`src/verilog/fcic_pkg.sv`:
```
// Package for the 4-bit instruction core: opcodes, field positions,
// register offsets, reset values, states and carrier types.
// Assumes a 10-bit program ROM word and a 4-bit wide data RAM.
//
// Summary of operation
// - Met skip suppresses next instruction, keeps slot.
// - Skipped call/return-type instructions cost one cycle.
// - RAM pointer is bank, file, in-file address.
// - 14-bit counter, page and in-page halves.
// - Eight 14-bit return entries, 3-bit index.
// - Request flag test skips and clears unless enabled.
// - Pin test skips on level chosen by select.
// - Extension register loads from, and copies back to, second register, accumulator.
// - Stack index read gives zero in bit 3.
// - Memory moves XOR file register with immediate.
// - Short call pushes, jumps into page two.
// - Table lookup loads accumulator, second register, table-high.
// - Bit test skips on zero; set/clear touch one.
// - Timer 1 load both, or reload only.
// - Timer 3 count from low reload; high reload separate.
// - Rotate accumulator right through carry.
package fcic_pkg;

    localparam int PC_W    = 14;
    localparam int HALF_W  = 7;
    localparam int SP_W    = 3;
    localparam int DEPTH   = 8;
    localparam int DP_W    = 10;
    localparam int INSTR_W = 10;

    localparam logic [HALF_W-1:0]  SHORT_CALL_PAGE = 7'h02;
    localparam logic [PC_W-1:0]    PC_RESET        = 14'h0000;

    // Opcode classes, matched on the upper bits of the word; single opcodes on the whole word
    localparam logic [9:0] OPC_B     = 10'h180;
    localparam logic [9:0] OPC_BM    = 10'h100;
    localparam logic [9:0] OPC_BL    = 10'h080;
    localparam logic [9:0] OPC_TABLE_LOOKUP_CALL  = 10'h040;
    localparam logic [9:0] OPC_LXY   = 10'h300;
    localparam logic [9:0] OPC_LA    = 10'h200;
    localparam logic [9:0] OPC_TAM   = 10'h210;
    localparam logic [9:0] OPC_XAM   = 10'h220;
    localparam logic [9:0] OPC_TMA   = 10'h230;
    localparam logic [9:0] OPC_SB    = 10'h240;
    localparam logic [9:0] OPC_RB    = 10'h244;
    localparam logic [9:0] OPC_SZB   = 10'h248;
    localparam logic [9:0] OPC_LZ    = 10'h24c;
    localparam logic [9:0] OPC_PAIR_TO_EXTENSION  = 10'h001;
    localparam logic [9:0] OPC_EXTENSION_TO_PAIR  = 10'h002;
    localparam logic [9:0] OPC_STACK_INDEX_TO_ACC  = 10'h003;
    localparam logic [9:0] OPC_RT    = 10'h004;
    localparam logic [9:0] OPC_RTS   = 10'h005;
    localparam logic [9:0] OPC_SKIP_ON_EXT0_REQUEST  = 10'h006;
    localparam logic [9:0] OPC_SKIP_ON_EXT1_REQUEST  = 10'h007;
    localparam logic [9:0] OPC_SKIP_ON_PIN0_LEVEL = 10'h008;
    localparam logic [9:0] OPC_SKIP_ON_PIN1_LEVEL = 10'h009;
    localparam logic [9:0] OPC_TIMER1_LOAD_BOTH  = 10'h00a;
    localparam logic [9:0] OPC_TIMER1_LOAD_RELOAD_ONLY = 10'h00b;
    localparam logic [9:0] OPC_TIMER3_COUNT_FROM_LOW_RELOAD = 10'h00c;
    localparam logic [9:0] OPC_TIMER3_HIGH_RELOAD_WRITE = 10'h00d;
    localparam logic [9:0] OPC_RAR   = 10'h00e;
    localparam logic [9:0] OPC_TBA   = 10'h00f;
    localparam logic [9:0] OPC_T3AB  = 10'h010;
    localparam logic [9:0] OPC_TDA   = 10'h011;

    // Register port offsets and reset values
    localparam logic [1:0]  REG_CTRL   = 2'h0;
    localparam logic [1:0]  REG_STATUS = 2'h1;
    localparam logic [1:0]  REG_PAIR   = 2'h2;
    localparam logic [1:0]  REG_PC     = 2'h3;
    localparam logic [4:0]  CTRL_RESET = 5'h00;

    typedef enum logic [4:0] {
        OP_NOP, OP_B, OP_BM, OP_BL, OP_TABLE_LOOKUP_CALL, OP_LXY, OP_LA, OP_TAM, OP_XAM,
        OP_TMA, OP_SB, OP_RB, OP_SZB, OP_LZ, OP_PAIR_TO_EXTENSION, OP_EXTENSION_TO_PAIR, OP_STACK_INDEX_TO_ACC,
        OP_RT, OP_RTS, OP_SKIP_ON_EXT0_REQUEST, OP_SKIP_ON_EXT1_REQUEST, OP_SKIP_ON_PIN0_LEVEL, OP_SKIP_ON_PIN1_LEVEL, OP_TIMER1_LOAD_BOTH,
        OP_TIMER1_LOAD_RELOAD_ONLY, OP_TIMER3_COUNT_FROM_LOW_RELOAD, OP_TIMER3_HIGH_RELOAD_WRITE, OP_RAR, OP_TBA, OP_T3AB, OP_TDA
    } fcic_op_t;

    typedef enum {
        ST_FETCH, ST_DECODE, ST_EXEC, ST_XFETCH, ST_XDECODE, ST_XEXEC
    } fcic_state_t;

    typedef struct packed {
        logic       tableUpperBitsFlag;
        logic       pin1LevelSelect;
        logic       pin0LevelSelect;
        logic       ext1IrqEnableBit;
        logic       ext0IrqEnableBit;
    } fcic_ctrl_t;

    typedef struct packed {
        logic [DP_W-1:0] addr;
        logic [3:0]      wdata;
        logic            we;
    } fcic_ram_req_t;

    typedef struct packed {
        logic [7:0] timer1Reload;
        logic [7:0] timer1Count;
        logic [7:0] timer3ReloadLow;
        logic [7:0] timer3ReloadHigh;
        logic [7:0] timer3Count;
    } fcic_timer_t;

    function automatic fcic_op_t opOf(input logic [9:0] w);
        fcic_op_t o;
        o = OP_NOP;
        if (w[9:8] == OPC_LXY[9:8])           o = OP_LXY;
        else if (w[9:7] == OPC_B[9:7])        o = OP_B;
        else if (w[9:7] == OPC_BM[9:7])       o = OP_BM;
        else if (w[9:7] == OPC_BL[9:7])       o = OP_BL;
        else if (w[9:6] == OPC_TABLE_LOOKUP_CALL[9:6])     o = OP_TABLE_LOOKUP_CALL;
        else if (w[9:4] == OPC_LA[9:4])       o = OP_LA;
        else if (w[9:4] == OPC_TAM[9:4])      o = OP_TAM;
        else if (w[9:4] == OPC_XAM[9:4])      o = OP_XAM;
        else if (w[9:4] == OPC_TMA[9:4])      o = OP_TMA;
        else if (w[9:2] == OPC_SB[9:2])       o = OP_SB;
        else if (w[9:2] == OPC_RB[9:2])       o = OP_RB;
        else if (w[9:2] == OPC_SZB[9:2])      o = OP_SZB;
        else if (w[9:2] == OPC_LZ[9:2])       o = OP_LZ;
        else begin
            unique case (w)
                OPC_PAIR_TO_EXTENSION:  o = OP_PAIR_TO_EXTENSION;
                OPC_EXTENSION_TO_PAIR:  o = OP_EXTENSION_TO_PAIR;
                OPC_STACK_INDEX_TO_ACC:  o = OP_STACK_INDEX_TO_ACC;
                OPC_RT:    o = OP_RT;
                OPC_RTS:   o = OP_RTS;
                OPC_SKIP_ON_EXT0_REQUEST:  o = OP_SKIP_ON_EXT0_REQUEST;
                OPC_SKIP_ON_EXT1_REQUEST:  o = OP_SKIP_ON_EXT1_REQUEST;
                OPC_SKIP_ON_PIN0_LEVEL: o = OP_SKIP_ON_PIN0_LEVEL;
                OPC_SKIP_ON_PIN1_LEVEL: o = OP_SKIP_ON_PIN1_LEVEL;
                OPC_TIMER1_LOAD_BOTH:  o = OP_TIMER1_LOAD_BOTH;
                OPC_TIMER1_LOAD_RELOAD_ONLY: o = OP_TIMER1_LOAD_RELOAD_ONLY;
                OPC_TIMER3_COUNT_FROM_LOW_RELOAD: o = OP_TIMER3_COUNT_FROM_LOW_RELOAD;
                OPC_TIMER3_HIGH_RELOAD_WRITE: o = OP_TIMER3_HIGH_RELOAD_WRITE;
                OPC_RAR:   o = OP_RAR;
                OPC_TBA:   o = OP_TBA;
                OPC_T3AB:  o = OP_T3AB;
                OPC_TDA:   o = OP_TDA;
                default:   o = OP_NOP;
            endcase
        end
        return o;
    endfunction

endpackage

```
`src/verilog/fcic_core.sv`:
```
// Instruction execution core of a 4-bit controller: fetch, decode,
// skip handling, RAM pointer, return stack, table lookup, timer loads.
// Assumes synchronous ROM and RAM: data stand in the cycle after the
// address; a RAM write is taken at the edge that ends the strobe cycle.
//
// The implementer's own choices: the address-and-strobe port and the address map.
`timescale 1ns/100ps
module fcic_core
    import fcic_pkg::*;
(
    input  wire logic               clk,
    input  wire logic               rstn,
    output logic     [PC_W-1:0]     romAddr,
    input  wire logic [INSTR_W-1:0] romData,
    output fcic_ram_req_t           ramReq,
    input  wire logic [3:0]         ramRdata,
    input  wire logic               extPinZero,
    input  wire logic               extPinOne,
    input  wire logic [1:0]         regAddr,
    input  wire logic [15:0]        regWdata,
    input  wire logic               regWr,
    input  wire logic               regRd,
    output logic     [15:0]         regRdata,
    output fcic_timer_t             timers,
    output logic     [7:0]          extension
);

    ////////////////////////////////////////////////////////////////////////
    // Declarations

    fcic_state_t       state_r;
    logic [PC_W-1:0]   pc_r;
    logic [PC_W-1:0]   pcNext;
    logic [PC_W-1:0]   pcInc;
    logic [9:0]        ir_r;
    logic [9:0]        xw_r;
    logic [3:0]        mem_r;
    logic [3:0]        acc_r;
    logic [3:0]        b_r;
    logic              carry_r;
    logic [3:0]        x_r;
    logic [3:0]        y_r;
    logic [1:0]        z_r;
    logic [3:0]        xNxt;
    logic [3:0]        yNxt;
    logic [1:0]        zNxt;
    logic [2:0]        dr_r;
    logic [7:0]        ext_r;
    logic              skip_r;
    logic              skipHit;
    fcic_ctrl_t        ctrl_r;
    logic [1:0]        exf_r;
    logic [1:0]        exfClr;
    logic [1:0]        pinSync;
    logic [1:0]        pinPrev_r;
    logic [1:0]        pinEvent;
    logic [1:0]        levelSel;
    fcic_op_t          op;
    fcic_op_t          opNow;
    logic              execNow;
    logic              xexecNow;
    logic              twoCycle;
    logic              oneWhenSkipped;
    logic              push;
    logic              pop;
    logic [PC_W-1:0]   stackTop;
    logic [SP_W-1:0]   stackIndex;
    logic [1:0]        bitSel;
    logic [3:0]        imm4;
    logic [HALF_W-1:0] addr7;

    ////////////////////////////////////////////////////////////////////////
    // Pin synchronisation and return stack

    fcic_sync2 #(.W(2)) uPinSync (
        .clk  (clk),
        .rstn (rstn),
        .d    ({extPinOne, extPinZero}),
        .q    (pinSync)
    );

    fcic_return_stack uStack (
        .clk      (clk),
        .rstn     (rstn),
        .push     (push),
        .pop      (pop),
        .pushData (pcInc),
        .top      (stackTop),
        .index    (stackIndex)
    );

    ////////////////////////////////////////////////////////////////////////
    // Decode

    assign op             = opOf(ir_r);
    assign opNow          = opOf(romData);
    assign execNow        = (state_r == ST_EXEC) && !skip_r;
    assign xexecNow       = (state_r == ST_XEXEC) && !skip_r;
    assign twoCycle       = op inside {OP_BL, OP_TABLE_LOOKUP_CALL, OP_RT, OP_RTS};
    assign oneWhenSkipped = op inside {OP_TABLE_LOOKUP_CALL, OP_RT, OP_RTS};
    assign bitSel         = ir_r[1:0];
    assign imm4           = ir_r[3:0];
    assign addr7          = ir_r[6:0];
    assign pcInc          = pc_r + 14'h0001;
    assign levelSel       = {ctrl_r.pin1LevelSelect, ctrl_r.pin0LevelSelect};

    // Calls push the address after the call; the index moves first
    assign push = execNow && (op inside {OP_BM, OP_TABLE_LOOKUP_CALL});
    assign pop  = xexecNow && (op inside {OP_TABLE_LOOKUP_CALL, OP_RT, OP_RTS});

    always_comb begin
        skipHit = 1'b0;
        if (execNow) begin
            unique case (op)
                OP_SZB:   skipHit = !mem_r[bitSel];
                OP_SKIP_ON_EXT0_REQUEST:  skipHit = !ctrl_r.ext0IrqEnableBit && exf_r[0];
                OP_SKIP_ON_EXT1_REQUEST:  skipHit = !ctrl_r.ext1IrqEnableBit && exf_r[1];
                OP_SKIP_ON_PIN0_LEVEL: skipHit = pinSync[0] == ctrl_r.pin0LevelSelect;
                OP_SKIP_ON_PIN1_LEVEL: skipHit = pinSync[1] == ctrl_r.pin1LevelSelect;
                default:  skipHit = 1'b0;
            endcase
        end
    end

    // A suppressed instruction only advances over its own words
    always_comb begin
        pcNext = pcInc;
        if (skip_r) begin
            pcNext = (op == OP_BL) ? pc_r + 14'h0002 : pcInc;
        end else begin
            unique case (op)
                OP_B:    pcNext = {pc_r[PC_W-1:HALF_W], addr7};
                OP_BL:   pcNext = {ir_r[6:0], xw_r[6:0]};
                OP_BM:   pcNext = {SHORT_CALL_PAGE, addr7};
                OP_TABLE_LOOKUP_CALL,
                OP_RT,
                OP_RTS:  pcNext = stackTop;
                default: pcNext = pcInc;
            endcase
        end
    end

    ////////////////////////////////////////////////////////////////////////
    // Sequencer: each instruction cycle is fetch, decode, execute

    always_ff @(posedge clk or negedge rstn) begin
        if (!rstn) begin
            state_r <= ST_FETCH;
            pc_r    <= PC_RESET;
            romAddr <= PC_RESET;
            skip_r  <= 1'b0;
        end else begin
            unique case (state_r)
                ST_FETCH:   state_r <= ST_DECODE;
                ST_DECODE:  state_r <= ST_EXEC;
                ST_EXEC: begin
                    if (twoCycle && !(skip_r && oneWhenSkipped)) begin
                        state_r <= ST_XFETCH;
                        romAddr <= (op == OP_TABLE_LOOKUP_CALL && !skip_r) ? {1'b0, ir_r[5:0], dr_r, acc_r} : pcInc;
                    end else begin
                        state_r <= ST_FETCH;
                        pc_r    <= pcNext;
                        romAddr <= pcNext;
                        skip_r  <= skipHit;
                    end
                end
                ST_XFETCH:  state_r <= ST_XDECODE;
                ST_XDECODE: state_r <= ST_XEXEC;
                ST_XEXEC: begin
                    state_r <= ST_FETCH;
                    pc_r    <= pcNext;
                    romAddr <= pcNext;
                    skip_r  <= xexecNow && (op == OP_RTS);
                end
            endcase
        end
    end

    always_ff @(posedge clk or negedge rstn) begin
        if (!rstn) begin
            ir_r  <= '0;
            xw_r  <= '0;
            mem_r <= '0;
        end else if (state_r == ST_DECODE) begin
            ir_r  <= romData;
            mem_r <= ramRdata;
        end else if (state_r == ST_XDECODE) begin
            xw_r  <= romData;
        end
    end

    ////////////////////////////////////////////////////////////////////////
    // Accumulator, second register, carry, extension, table-high

    always_ff @(posedge clk or negedge rstn) begin
        if (!rstn) begin
            acc_r   <= '0;
            b_r     <= '0;
            carry_r <= 1'b0;
            ext_r   <= '0;
            dr_r    <= '0;
        end else if (execNow) begin
            unique case (op)
                OP_LA:   acc_r <= imm4;
                OP_TAM,
                OP_XAM:  acc_r <= mem_r;
                OP_TBA:  b_r <= acc_r;
                OP_TDA:  dr_r <= acc_r[2:0];
                OP_PAIR_TO_EXTENSION: ext_r <= {b_r, acc_r};
                OP_EXTENSION_TO_PAIR: {b_r, acc_r} <= ext_r;
                OP_STACK_INDEX_TO_ACC: acc_r <= {1'b0, stackIndex};
                OP_RAR: begin
                    acc_r   <= {carry_r, acc_r[3:1]};
                    carry_r <= acc_r[0];
                end
                default: acc_r <= acc_r;
            endcase
        end else if (xexecNow && op == OP_TABLE_LOOKUP_CALL) begin
            acc_r <= xw_r[3:0];
            b_r   <= xw_r[7:4];
            if (ctrl_r.tableUpperBitsFlag) begin
                dr_r <= {1'b0, xw_r[9:8]};
            end
        end
    end

    ////////////////////////////////////////////////////////////////////////
    // RAM pointer and RAM access

    always_comb begin
        xNxt = x_r;
        yNxt = y_r;
        zNxt = z_r;
        if (execNow) begin
            unique case (op)
                OP_LXY: begin
                    xNxt = ir_r[7:4];
                    yNxt = ir_r[3:0];
                end
                OP_LZ:   zNxt = ir_r[1:0];
                OP_TAM,
                OP_XAM,
                OP_TMA:  xNxt = x_r ^ imm4;
                default: xNxt = x_r;
            endcase
        end
    end

    always_ff @(posedge clk or negedge rstn) begin
        if (!rstn) begin
            x_r <= '0;
            y_r <= '0;
            z_r <= '0;
        end else begin
            x_r <= xNxt;
            y_r <= yNxt;
            z_r <= zNxt;
        end
    end

    // Write strobe stands in the execute cycle at the unmodified pointer
    always_ff @(posedge clk or negedge rstn) begin
        if (!rstn) begin
            ramReq <= '0;
        end else begin
            ramReq.addr <= {zNxt, xNxt, yNxt};
            ramReq.we   <= 1'b0;
            if (state_r == ST_DECODE && !skip_r) begin
                unique case (opNow)
                    OP_XAM,
                    OP_TMA: begin
                        ramReq.we    <= 1'b1;
                        ramReq.wdata <= acc_r;
                    end
                    OP_SB: begin
                        ramReq.we    <= 1'b1;
                        ramReq.wdata <= ramRdata | (4'h1 << romData[1:0]);
                    end
                    OP_RB: begin
                        ramReq.we    <= 1'b1;
                        ramReq.wdata <= ramRdata & ~(4'h1 << romData[1:0]);
                    end
                    default: ramReq.we <= 1'b0;
                endcase
            end
        end
    end

    ////////////////////////////////////////////////////////////////////////
    // External request flags: set on the selected pin edge, set wins

    assign pinEvent = (levelSel & pinSync & ~pinPrev_r) | (~levelSel & ~pinSync & pinPrev_r);
    assign exfClr   = {skipHit && op == OP_SKIP_ON_EXT1_REQUEST, skipHit && op == OP_SKIP_ON_EXT0_REQUEST};

    always_ff @(posedge clk or negedge rstn) begin
        if (!rstn) begin
            pinPrev_r <= '0;
            exf_r     <= '0;
        end else begin
            pinPrev_r <= pinSync;
            exf_r     <= (exf_r & ~exfClr) | pinEvent;
        end
    end

    ////////////////////////////////////////////////////////////////////////
    // Timer load registers

    always_ff @(posedge clk or negedge rstn) begin
        if (!rstn) begin
            timers <= '0;
        end else if (execNow) begin
            unique case (op)
                OP_TIMER1_LOAD_BOTH: begin
                    timers.timer1Reload <= {b_r, acc_r};
                    timers.timer1Count  <= {b_r, acc_r};
                end
                OP_TIMER1_LOAD_RELOAD_ONLY: timers.timer1Reload <= {b_r, acc_r};
                OP_T3AB: begin
                    timers.timer3ReloadLow <= {b_r, acc_r};
                    timers.timer3Count     <= {b_r, acc_r};
                end
                OP_TIMER3_COUNT_FROM_LOW_RELOAD: timers.timer3Count      <= timers.timer3ReloadLow;
                OP_TIMER3_HIGH_RELOAD_WRITE: timers.timer3ReloadHigh <= {b_r, acc_r};
                default:  timers <= timers;
            endcase
        end
    end

    assign extension = ext_r;

    ////////////////////////////////////////////////////////////////////////
    // Register port

    always_ff @(posedge clk or negedge rstn) begin
        if (!rstn) begin
            ctrl_r <= CTRL_RESET;
        end else if (regWr && regAddr == REG_CTRL) begin
            ctrl_r <= regWdata[4:0];
        end
    end

    always_ff @(posedge clk or negedge rstn) begin
        if (!rstn) begin
            regRdata <= '0;
        end else if (regRd) begin
            unique case (regAddr)
                REG_CTRL:   regRdata <= {11'h000, ctrl_r};
                REG_STATUS: regRdata <= {8'h00, exf_r, carry_r, skip_r, stackIndex, 1'b0};
                REG_PAIR:   regRdata <= {ext_r, b_r, acc_r};
                REG_PC:     regRdata <= {2'h0, pc_r};
            endcase
        end else begin
            regRdata <= '0;
        end
    end

endmodule

```
`src/verilog/fcic_sync2.sv`:
```
// Two-flop synchroniser for asynchronous pin levels.
// Assumes the inputs are quasi-static levels from outside the clock domain.
`timescale 1ns/100ps
module fcic_sync2 #(
    parameter int W = 2
) (
    input  wire logic         clk,
    input  wire logic         rstn,
    input  wire logic [W-1:0] d,
    output logic      [W-1:0] q
);
    logic [W-1:0] meta_r;

    always_ff @(posedge clk or negedge rstn) begin
        if (!rstn) begin
            meta_r <= '0;
            q      <= '0;
        end else begin
            meta_r <= d;
            q      <= meta_r;
        end
    end
endmodule

```
`src/verilog/fcic_return_stack.sv`:
```
// Eight-entry return stack of program counter values with a 3-bit index.
// Assumes push and pop are never requested in the same cycle.
`timescale 1ns/100ps
module fcic_return_stack
    import fcic_pkg::*;
(
    input  wire logic            clk,
    input  wire logic            rstn,
    input  wire logic            push,
    input  wire logic            pop,
    input  wire logic [PC_W-1:0] pushData,
    output logic      [PC_W-1:0] top,
    output logic      [SP_W-1:0] index
);
    logic [PC_W-1:0] entry_r [DEPTH];
    logic [SP_W-1:0] indexInc;

    assign indexInc = index + 3'h1;
    assign top      = entry_r[index];

    // Index moves first on a push, last on a pop
    always_ff @(posedge clk or negedge rstn) begin
        if (!rstn) begin
            index <= '0;
        end else if (push) begin
            index <= indexInc;
        end else if (pop) begin
            index <= index - 3'h1;
        end
    end

    for (genvar i = 0; i < DEPTH; i++) begin : gEntry
        always_ff @(posedge clk or negedge rstn) begin
            if (!rstn) begin
                entry_r[i] <= '0;
            end else if (push && indexInc == SP_W'(i)) begin
                entry_r[i] <= pushData;
            end
        end
    end
endmodule

```
`config.mk`:
```
export PLATFORM = sky130hd
export DESIGN_NAME = fcic_core
export DESIGN_NICKNAME = d
export VERILOG_FILES = /design/src/verilog/fcic_pkg.sv /design/src/verilog/fcic_core.sv /design/src/verilog/fcic_sync2.sv /design/src/verilog/fcic_return_stack.sv
export SDC_FILE = /design/constraint.sdc
export NUM_CORES = 1
export LEC_CHECK = 0
export ABC_AREA = 1
export BUFFER_PORTS_ARGS = -buffer_cell sky130_fd_sc_hd__buf_2
export CORE_UTILIZATION = 60
export DETAILED_ROUTE_END_ITERATION = 7
export GPL_TIMING_DRIVEN = 0
export PLACE_DENSITY_LB_ADDON = 0.2
export SLEW_MARGIN = 25
export SYNTH_ARGS = -nofsm -noshare
export SYNTH_HDL_FRONTEND = slang
export SYNTH_HIERARCHICAL = 1
export SYNTH_SLANG_ARGS = --single-unit
export TNS_END_PERCENT = 50
```
`constraint.sdc`:
```
create_clock -name clk -period 3.9 [get_ports clk]
set_clock_uncertainty 0.05 [all_clocks]
set_input_delay 0 -clock clk [delete_from_list [all_inputs] [get_ports clk]]
set_output_delay 0 -clock clk [all_outputs]
set_load 0.02 [all_outputs]
```
==> metrics.log, run 1 <==
[metrics] count of vias placed by the detailed router: 14675
[metrics] global routing usage summed across all routing layers: 38.9%
[metrics] actual slew at the worst max-slew pin: 1.07 ns
[metrics] final worst-path setup slack: 0.189 ns
[metrics] Required @ worst endpoint: 4.33 ns
[metrics] static leakage: 9.31 nW
[metrics] Hold WS: -0.00995 ns
[metrics] Final Hold Viols: 3
[metrics] final antenna-violating net count: 0
[metrics] Largest delay share family, worst path: buffers and inverters
[metrics] # clock sinks: 275
[metrics] proportion of synthesized chip area in sequential cells: 45.9%
[metrics] overall power consumption: 0.0142 W
[metrics] worst flop-to-flop path endpoint: uStack/entry_r[105]
[metrics] post-placement setup slack: -0.0334 ns
[metrics] number of pins exceeding their max-slew limit in the final report: 0
[metrics] clock transition time at the flip-flop clock pins of the worst setup and hold paths: 0.06 ns
[metrics] antenna diode instance count: 0
[metrics] proportion of layout cells with a drive suffix above 1: 13.2%
[metrics] combined area of all synthesized cells: 0.0150 sq mm
[metrics] number of buffers created by CTS: 29
[metrics] detailed-route DRC error count: 0
[metrics] total length of routed wires: 49500 um
[metrics] Async SR Flop Fraction: 100%
[metrics] synthesis warning total: 6
[metrics] startpoint types: flop
[metrics] endpoint kind of the worst setup timing path: flop
[metrics] horizontal die dimension: 160 um
[metrics] syn_nets: 2084
[metrics] Buf+Inv Stages, Crit Path: 5
[metrics] combinational fraction of design power: 49.8%
[metrics] relative contribution of sequential cells to total power: 30.4%
[metrics] clock tree from TritonCTS: built
[metrics] global routing met3 resource utilization: 5.09%
[metrics] combinational family with the most area after synthesis: simple AND/OR/NAND/NOR gates
[metrics] clock latency reported for the late side of the worst-skew pair: 0.56 ns
[metrics] cells after synthesis: 2025
[metrics] adder-cell area share of the yosys netlist: 1.75%
[metrics] setup TNS after final layout: 0 ns
[metrics] area of the die: 0.0256 sq mm
[metrics] total instance count after detailed placement: 2472
[metrics] min cycle time layout: 3.71 ns
[metrics] # port buffers: 118
[metrics] Vert. Die Dim: 160 um
[metrics] portion of total power attributed to the clock network: 19.8%
[metrics] CP max stage cell: dfrtp_1
[metrics] depth of the worst register-to-register path: 17
[metrics] basic-gate share of the synthesized area counting and, or, nand and nor cells: 30.9%
[metrics] Sw Pwr: 0.00685 W
[metrics] number of synthesized flops with an enable pin: 0
[metrics] wire length of the first global-routing pass: 77300 um
[metrics] Pint: 0.00733 W
[metrics] largest fanout of any net on the critical path: 10
[metrics] via count of the first global-routing pass: 14216
[metrics] DP HPWL: 34500 um
[metrics] average routed wire per standard cell: 19.3 um
[metrics] growth of design area from synthesis to finish: 17.1%
[metrics] critical path depth in cells: 17
[metrics] placeable core area: 0.0244 sq mm
[metrics] number of antenna violations at the first check in global routing: 0
[metrics] crit-path most repeated cell: nand2_1
[metrics] RSZ-0062 raised after global routing: false
[metrics] xor-xnor portion of the synthesized cell area: 1.28%
[metrics] peak supply drop: 0.539 mV
[metrics] Synth Register Bits: 275
[metrics] setup slack of the worst register-to-register path: 0.19 ns
[metrics] number of rows in the core area: 57
[metrics] power density over the cells: 807 mW/mm^2
[metrics] min-delay worst type: primary input to asynchronous set/reset pin
[metrics] result of the run: finished with violations
[metrics] R2R Path Start: ir_r[0]
[metrics] cell chosen for the clock root: clkbuf_16
[metrics] worst rel slew slack: 27.9%
[metrics] fraction of power spent switching nets: 48.3%
[metrics] overall overflow remaining after global route: 0
[metrics] Worst path max stage delay: 0.40 ns
[metrics] worst setup path category: flop to flop
[metrics] number of endpoints failing setup at the final stage: 0
[metrics] Initial DRC Count: 1690
[metrics] CP arrival: 4.14 ns
[metrics] Initial Util: 61.5%
[metrics] violations in the final reports: negative hold slack
[metrics] maximum number of pins on one net before global-route repair: 98
[metrics] nets@finish: 2281
[metrics] number of top-level design ports: 131
[metrics] Peak Freq: 269 MHz
[metrics] number of maximum-capacitance violations: 0
[metrics] worst-path cell chain: clkbuf_4 -> clkinvlp_4 -> ha_1 -> nand2_1 -> o211ai_1 -> nand2_1 -> nand2_1 -> nor2_4 -> nand2_4 -> nor2_4 -> nand3_2 -> a21oi_4 -> buf_4 -> buf_2 -> buf_2 -> nand4_1 -> nand2_1
[metrics] multiplexer area fraction after synthesis: 0.283%
[metrics] number of detailed-route iterations in the first pass: 6
[metrics] met2 capacity usage during global routing: 66.2%
[metrics] largest cells by area after synthesis: dfrtp_1 46%, nand2_1 18%, inv_1 6.0%
[metrics] maximum count of clock buffers along a single path: 3
[metrics] top flip-flop cell by instance count after synthesis: dfrtp_1
[metrics] cell taking the most area after synthesis: dfrtp_1
[metrics] Top Usage Layer GRT: met2
[metrics] area fraction in compound gates after synthesis: 10.2%
[metrics] final estimated routing congestion in global placement: 0.972
[metrics] final cycle utilization of the critical path: 95.2%
[metrics] CTS HTree Levels: 1
[metrics] number of vias per cell after detailed routing: 5.72
[metrics] number of standard cells in the layout, taps in and fillers out: 2567
[metrics] number of unique standard cell types used by synthesis: 47
[metrics] post-synth top area share: 45.9%
[metrics] met1 track demand over resource: 48.9%
[metrics] mean cell area of the mapped netlist: 7.41 sq um
## placed cells by master, fill, tap and decap left out, types with 12 or more instances in the layout
master,instances
clkbuf_16,29
buf_6,12
nand4_1,38
a21oi_1,55
nand2_1,722
inv_1,238
a22oi_1,13
nand3_1,161
o21ai_1,25
dfrtp_1,275
buf_2,152
nor2_1,100
dlygate4sd3_1,42
clkbuf_1,35
o21ai_0,133
inv_2,15
nor3_1,12
ha_1,21
## kinds of logic after synthesis
family / after synthesis
AOI/OAI and AO/OA: 274
xor gates and xnor gates: 22
adders and majority gates: 21
buffers and inverters: 348
DFF: 275
muxes: 4
and+or+nand+nor: 1081
## through the flow
stage / utilization [%] / hold slack, ns / instance area, sq um
after floorplan: - / -0.346 / 15000
after global placement: 65.6 / 0.0592 / 16000
after CTS: 71.9 / 0.0230 / 17500
final: 72.0 / -0.00995 / 17600
after global routing: 72.0 / 0.0568 / 17600
after detailed placement: 66.2 / 0.0105 / 16200
## worst max-delay path by stage
stage	from	endpoint
3_5_place_dp	ir_r[0]	uStack/entry_r[104]
5_1_grt	ir_r[0]	uStack/entry_r[105]
3_3_place_gp	rstn	timers[8]
6_report	ir_r[0]	uStack/entry_r[105]
2_1_floorplan	ir_r[0]	uStack/entry_r[109]
4_1_cts	ir_r[0]	uStack/entry_r[105]
## cell usage after synthesis (all sizes together) (5+ instances only)
master and count:
xor2 17, xnor2 5, nand4 39, clkbuf 28, o211ai 11, nand3b 5
a21oi 56, ha 21, nand3 170, inv 256, o21ai 162, a22oi 13
o221ai 11, nor2 113, dfrtp 275, buf 62, nor3 14, nand2 737
a221oi 5, a31oi 9, o22ai 5
## power by group through the flow
stage	clock, W	sequential, W	combinational, W
after floorplan	0	0.00434	0.00438
after global placement	0	0.00429	0.00659
after detailed placement	0	0.00431	0.00676
after CTS	0.00283	0.00428	0.00685
after global routing	0.00293	0.00438	0.00769
final	0.00281	0.00431	0.00706
## area by class of cell
| class | count | area (sq um) |
|---|---|---|
| clock buffer | 46 | 870 |
| sequential | 275 | 6880 |
| inverter | 258 | 980 |
| timing repair buffer | 166 | 1120 |
| multi-input combinational | 1402 | 6740 |
| tap | 324 | 405 |
| buffer | 90 | 489 |
| clock inverter | 6 | 86.3 |
| fill | 1978 | 6820 |
## state kept, by name, indices dropped and copies added (netlist names), 4 cells and up
| signal | cells |
|---|---|
| timers | 40 |
| ir_r | 10 |
| ramReq | 15 |
| pc_r | 14 |
| b_r | 4 |
| regRdata | 16 |
| acc_r | 4 |
| uStack/entry_r | 112 |
| extension | 8 |
| mem_r | 4 |
| xw_r | 10 |
| ctrl_r | 5 |
| romAddr | 14 |
## per-layer routing
metal / vias to the layer above / routed length (um) / part of all wire [%]
met5: - / 0 / 0
met4: 0 / 2660 / 5.4
met1: 6918 / 19200 / 39
met3: 186 / 3710 / 7.5
li1: 6822 / - / -
met2: 749 / 23900 / 48
## timing repair
action / CTS / global route
setup buffers: 0 / 1
hold buffers: 42 / 0
hold endpoints to repair: 173 / 0
resized for setup: 1 / 6
setup endpoints to repair: 14 / 119
(Power assumes the default switching activity.)
==> run 2, diff against run 1 <==
- SETUP_SLACK_MARGIN: not set -> 0.3
==> metrics.log, run 2 (synthesis results as in run 1) <==
[metrics] result of the run: complete, no violations
[metrics] overall overflow remaining after global route: 0
[metrics] met2 capacity usage during global routing: 66.0%
[metrics] DP HPWL: 34500 um
[metrics] detailed-route DRC error count: 0
[metrics] antenna diode instance count: 0
[metrics] CP arrival: 3.94 ns
[metrics] min cycle time layout: 3.51 ns
[metrics] # clock sinks: 275
[metrics] crit-path most repeated cell: nand2_1
[metrics] final antenna-violating net count: 0
[metrics] worst setup path category: flop to flop
[metrics] Peak Freq: 285 MHz
[metrics] CTS HTree Levels: 1
[metrics] Largest delay share family, worst path: simple AND/OR/NAND/NOR gates
[metrics] Required @ worst endpoint: 4.33 ns
[metrics] peak supply drop: 0.552 mV
[metrics] total length of routed wires: 49500 um
[metrics] static leakage: 9.35 nW
[metrics] worst-path cell chain: buf_6 -> clkinvlp_4 -> ha_1 -> inv_1 -> nand2_1 -> nand3_1 -> nand2_1 -> nand2_1 -> nand3_1 -> nand2_4 -> nand2_4 -> nor2_4 -> nand3_2 -> a21oi_4 -> buf_6 -> clkbuf_4 -> clkbuf_4 -> nand4_1 -> nand2_1
[metrics] wire length of the first global-routing pass: 77300 um
[metrics] CP max stage cell: dfrtp_1
[metrics] Layout fillers: 1962
[metrics] min-delay worst type: primary input to asynchronous set/reset pin
[metrics] final estimated routing congestion in global placement: 0.972
[metrics] total non-filler cell area in the finished layout: 0.0177 sq mm
[metrics] number of pins exceeding their max-slew limit in the final report: 0
[metrics] max reg flops: 112
[metrics] clock tree from TritonCTS: built
[metrics] worst rel slew slack: 28.5%
[metrics] Worst path max stage delay: 0.41 ns
[metrics] number of endpoints failing setup at the final stage: 0
[metrics] area of the die: 0.0256 sq mm
[metrics] nets@finish: 2287
[metrics] number of rows in the core area: 57
[metrics] maximum number of pins on one net before global-route repair: 98
[metrics] commonest non-fill, non-tap cell in the layout: nand2_1
[metrics] maximum count of clock buffers along a single path: 3
[metrics] Multi-input gate area: 0.00677 sq mm
[metrics] Final Hold Viols: 0
[metrics] global routing met3 resource utilization: 4.94%
[metrics] number of vias per cell after detailed routing: 5.71
[metrics] instance area at placement: 0.0162 sq mm
[metrics] growth of design area from synthesis to finish: 17.7%
[metrics] number of detailed-route iterations in the first pass: 6
[metrics] Buf+Inv Stages, Crit Path: 6
[metrics] setup TNS after final layout: 0 ns
[metrics] register with the highest flop count: uStack/entry_r
[metrics] Vert. Die Dim: 160 um
[metrics] actual slew at the worst max-slew pin: 1.07 ns
[metrics] RSZ-0062 raised after global routing: false
[metrics] endpoint kind of the worst setup timing path: flop
[metrics] cell chosen for the clock root: clkbuf_16
[metrics] startpoint types: flop
[metrics] clock latency reported for the late side of the worst-skew pair: 0.56 ns
[metrics] placeable core area: 0.0244 sq mm
[metrics] largest registers: uStack/entry_r: 112 flops, timers: 40 flops, regRdata: 16 flops
[metrics] average routed wire per standard cell: 19.3 um
[metrics] Top Usage Layer GRT: met2
[metrics] met1 track demand over resource: 48.9%
[metrics] count of vias placed by the detailed router: 14684
[metrics] number of antenna violations at the first check in global routing: 0
[metrics] power density over the cells: 812 mW/mm^2
[metrics] final cycle utilization of the critical path: 90.1%
[metrics] commonest cells after routing, fill and taps aside: 722 x nand2_1, 274 x dfrtp_1, 238 x inv_1
[metrics] global routing usage summed across all routing layers: 38.9%
[metrics] Initial DRC Count: 1712
[metrics] horizontal die dimension: 160 um
[metrics] Initial Util: 61.5%
[metrics] total area of sequential cells: 0.00688 sq mm
[metrics] clock transition time at the flip-flop clock pins of the worst setup and hold paths: 0.06 ns
[metrics] number of buffers created by CTS: 29
[metrics] number of top-level design ports: 131
[metrics] via count of the first global-routing pass: 14222
[metrics] # port buffers: 118
[metrics] proportion of layout cells with a drive suffix above 1: 13.5%
[metrics] largest fanout of any net on the critical path: 10
[metrics] number of maximum-capacitance violations: 0
==> run 2: cell types whose count changed in the layout (fill, tap and decap cells not counted), sizes merged <==
cell    previous run  this run
clkbuf            75        76
buf              185       190
==> run 2: power breakdown <==
group          switching [W]  total (W)  internal, W
registers           0.000686    0.00432      0.00363
clock network        0.00116    0.00281      0.00165
logic                0.00507    0.00721      0.00214
==> run 2: worst paths after layout <==
check	to	cells past startpoint	start	slack, ns
min	uStack/entry_r[52]	2	rstn	0.003
max in group asynchronous	uStack/entry_r[65]	3	rstn	2.85
max	uStack/entry_r[105]	19	ir_r[0]	0.39
min in group clk	uPinSync/meta_r[0]	2	extPinZero	0.05
max reg2reg	uStack/entry_r[105]	19	ir_r[0]	0.39
min reg2reg	uPinSync/q[0]	0	uPinSync/meta_r[0]	0.31
==> run 2: cell type report <==
| type | instances | area share (%) |
|---|---|---|
| buffer | 90 | 2.84 |
| clock inverter | 6 | 0.489 |
| timing repair buffer | 172 | 6.58 |
| clock buffer | 46 | 4.93 |
| multi-input combinational | 1402 | 38.3 |
| tap | 324 | 2.30 |
| inverter | 258 | 5.55 |
| sequential | 275 | 39.0 |
==> run 2: what timing repair did <==
item | in CTS | in global routing
endpoints found under the hold margin | 173 | 0
gates resized for setup | 6 | 12
pin swaps | 0 | 3
setup buffers | 2 | 5
endpoints found under the setup margin | 118 | 151
hold buffers | 42 | 0
==> run 2: worst register-to-register path, cell delays in order (launching register included) <==
cell and delay [ns]:
dfrtp_1 0.41, buf_6 0.21, clkinvlp_4 0.18, ha_1 0.36
inv_1 0.07, nand2_1 0.05, nand3_1 0.07, nand2_1 0.05
nand2_1 0.07, nand3_1 0.13, nand2_4 0.17, nand2_4 0.09
nor2_4 0.18, nand3_2 0.16, a21oi_4 0.28, buf_6 0.20
clkbuf_4 0.23, clkbuf_4 0.22, nand4_1 0.14, nand2_1 0.13
==> run 2: per-layer routing <==
layer / wire (um) / share of wire (%)
met3: 3520 / 7.1
met2: 24000 / 48
met1: 19500 / 39
met4: 2530 / 5.1
met5: 0 / 0
==> run 2: metrics by stage <==
stage | total power (W) | utilization, % | setup slack, ns | instances | hold WS [ns]
6_report | 0.0143 | 72.4 | 0.387 | 2573 | 0.00283
5_1_grt | 0.0151 | 72.4 | 0.251 | 2573 | 0.0568
4_1_cts | 0.0140 | 72.0 | 0.305 | 2568 | 0.0230
3_5_place_dp | 0.0111 | 66.2 | -0.0334 | 2472 | 0.0105
3_3_place_gp | 0.0109 | 65.6 | -2.17 | 2467 | 0.0592
2_1_floorplan | 0.00872 | - | 1.00 | 2025 | -0.346
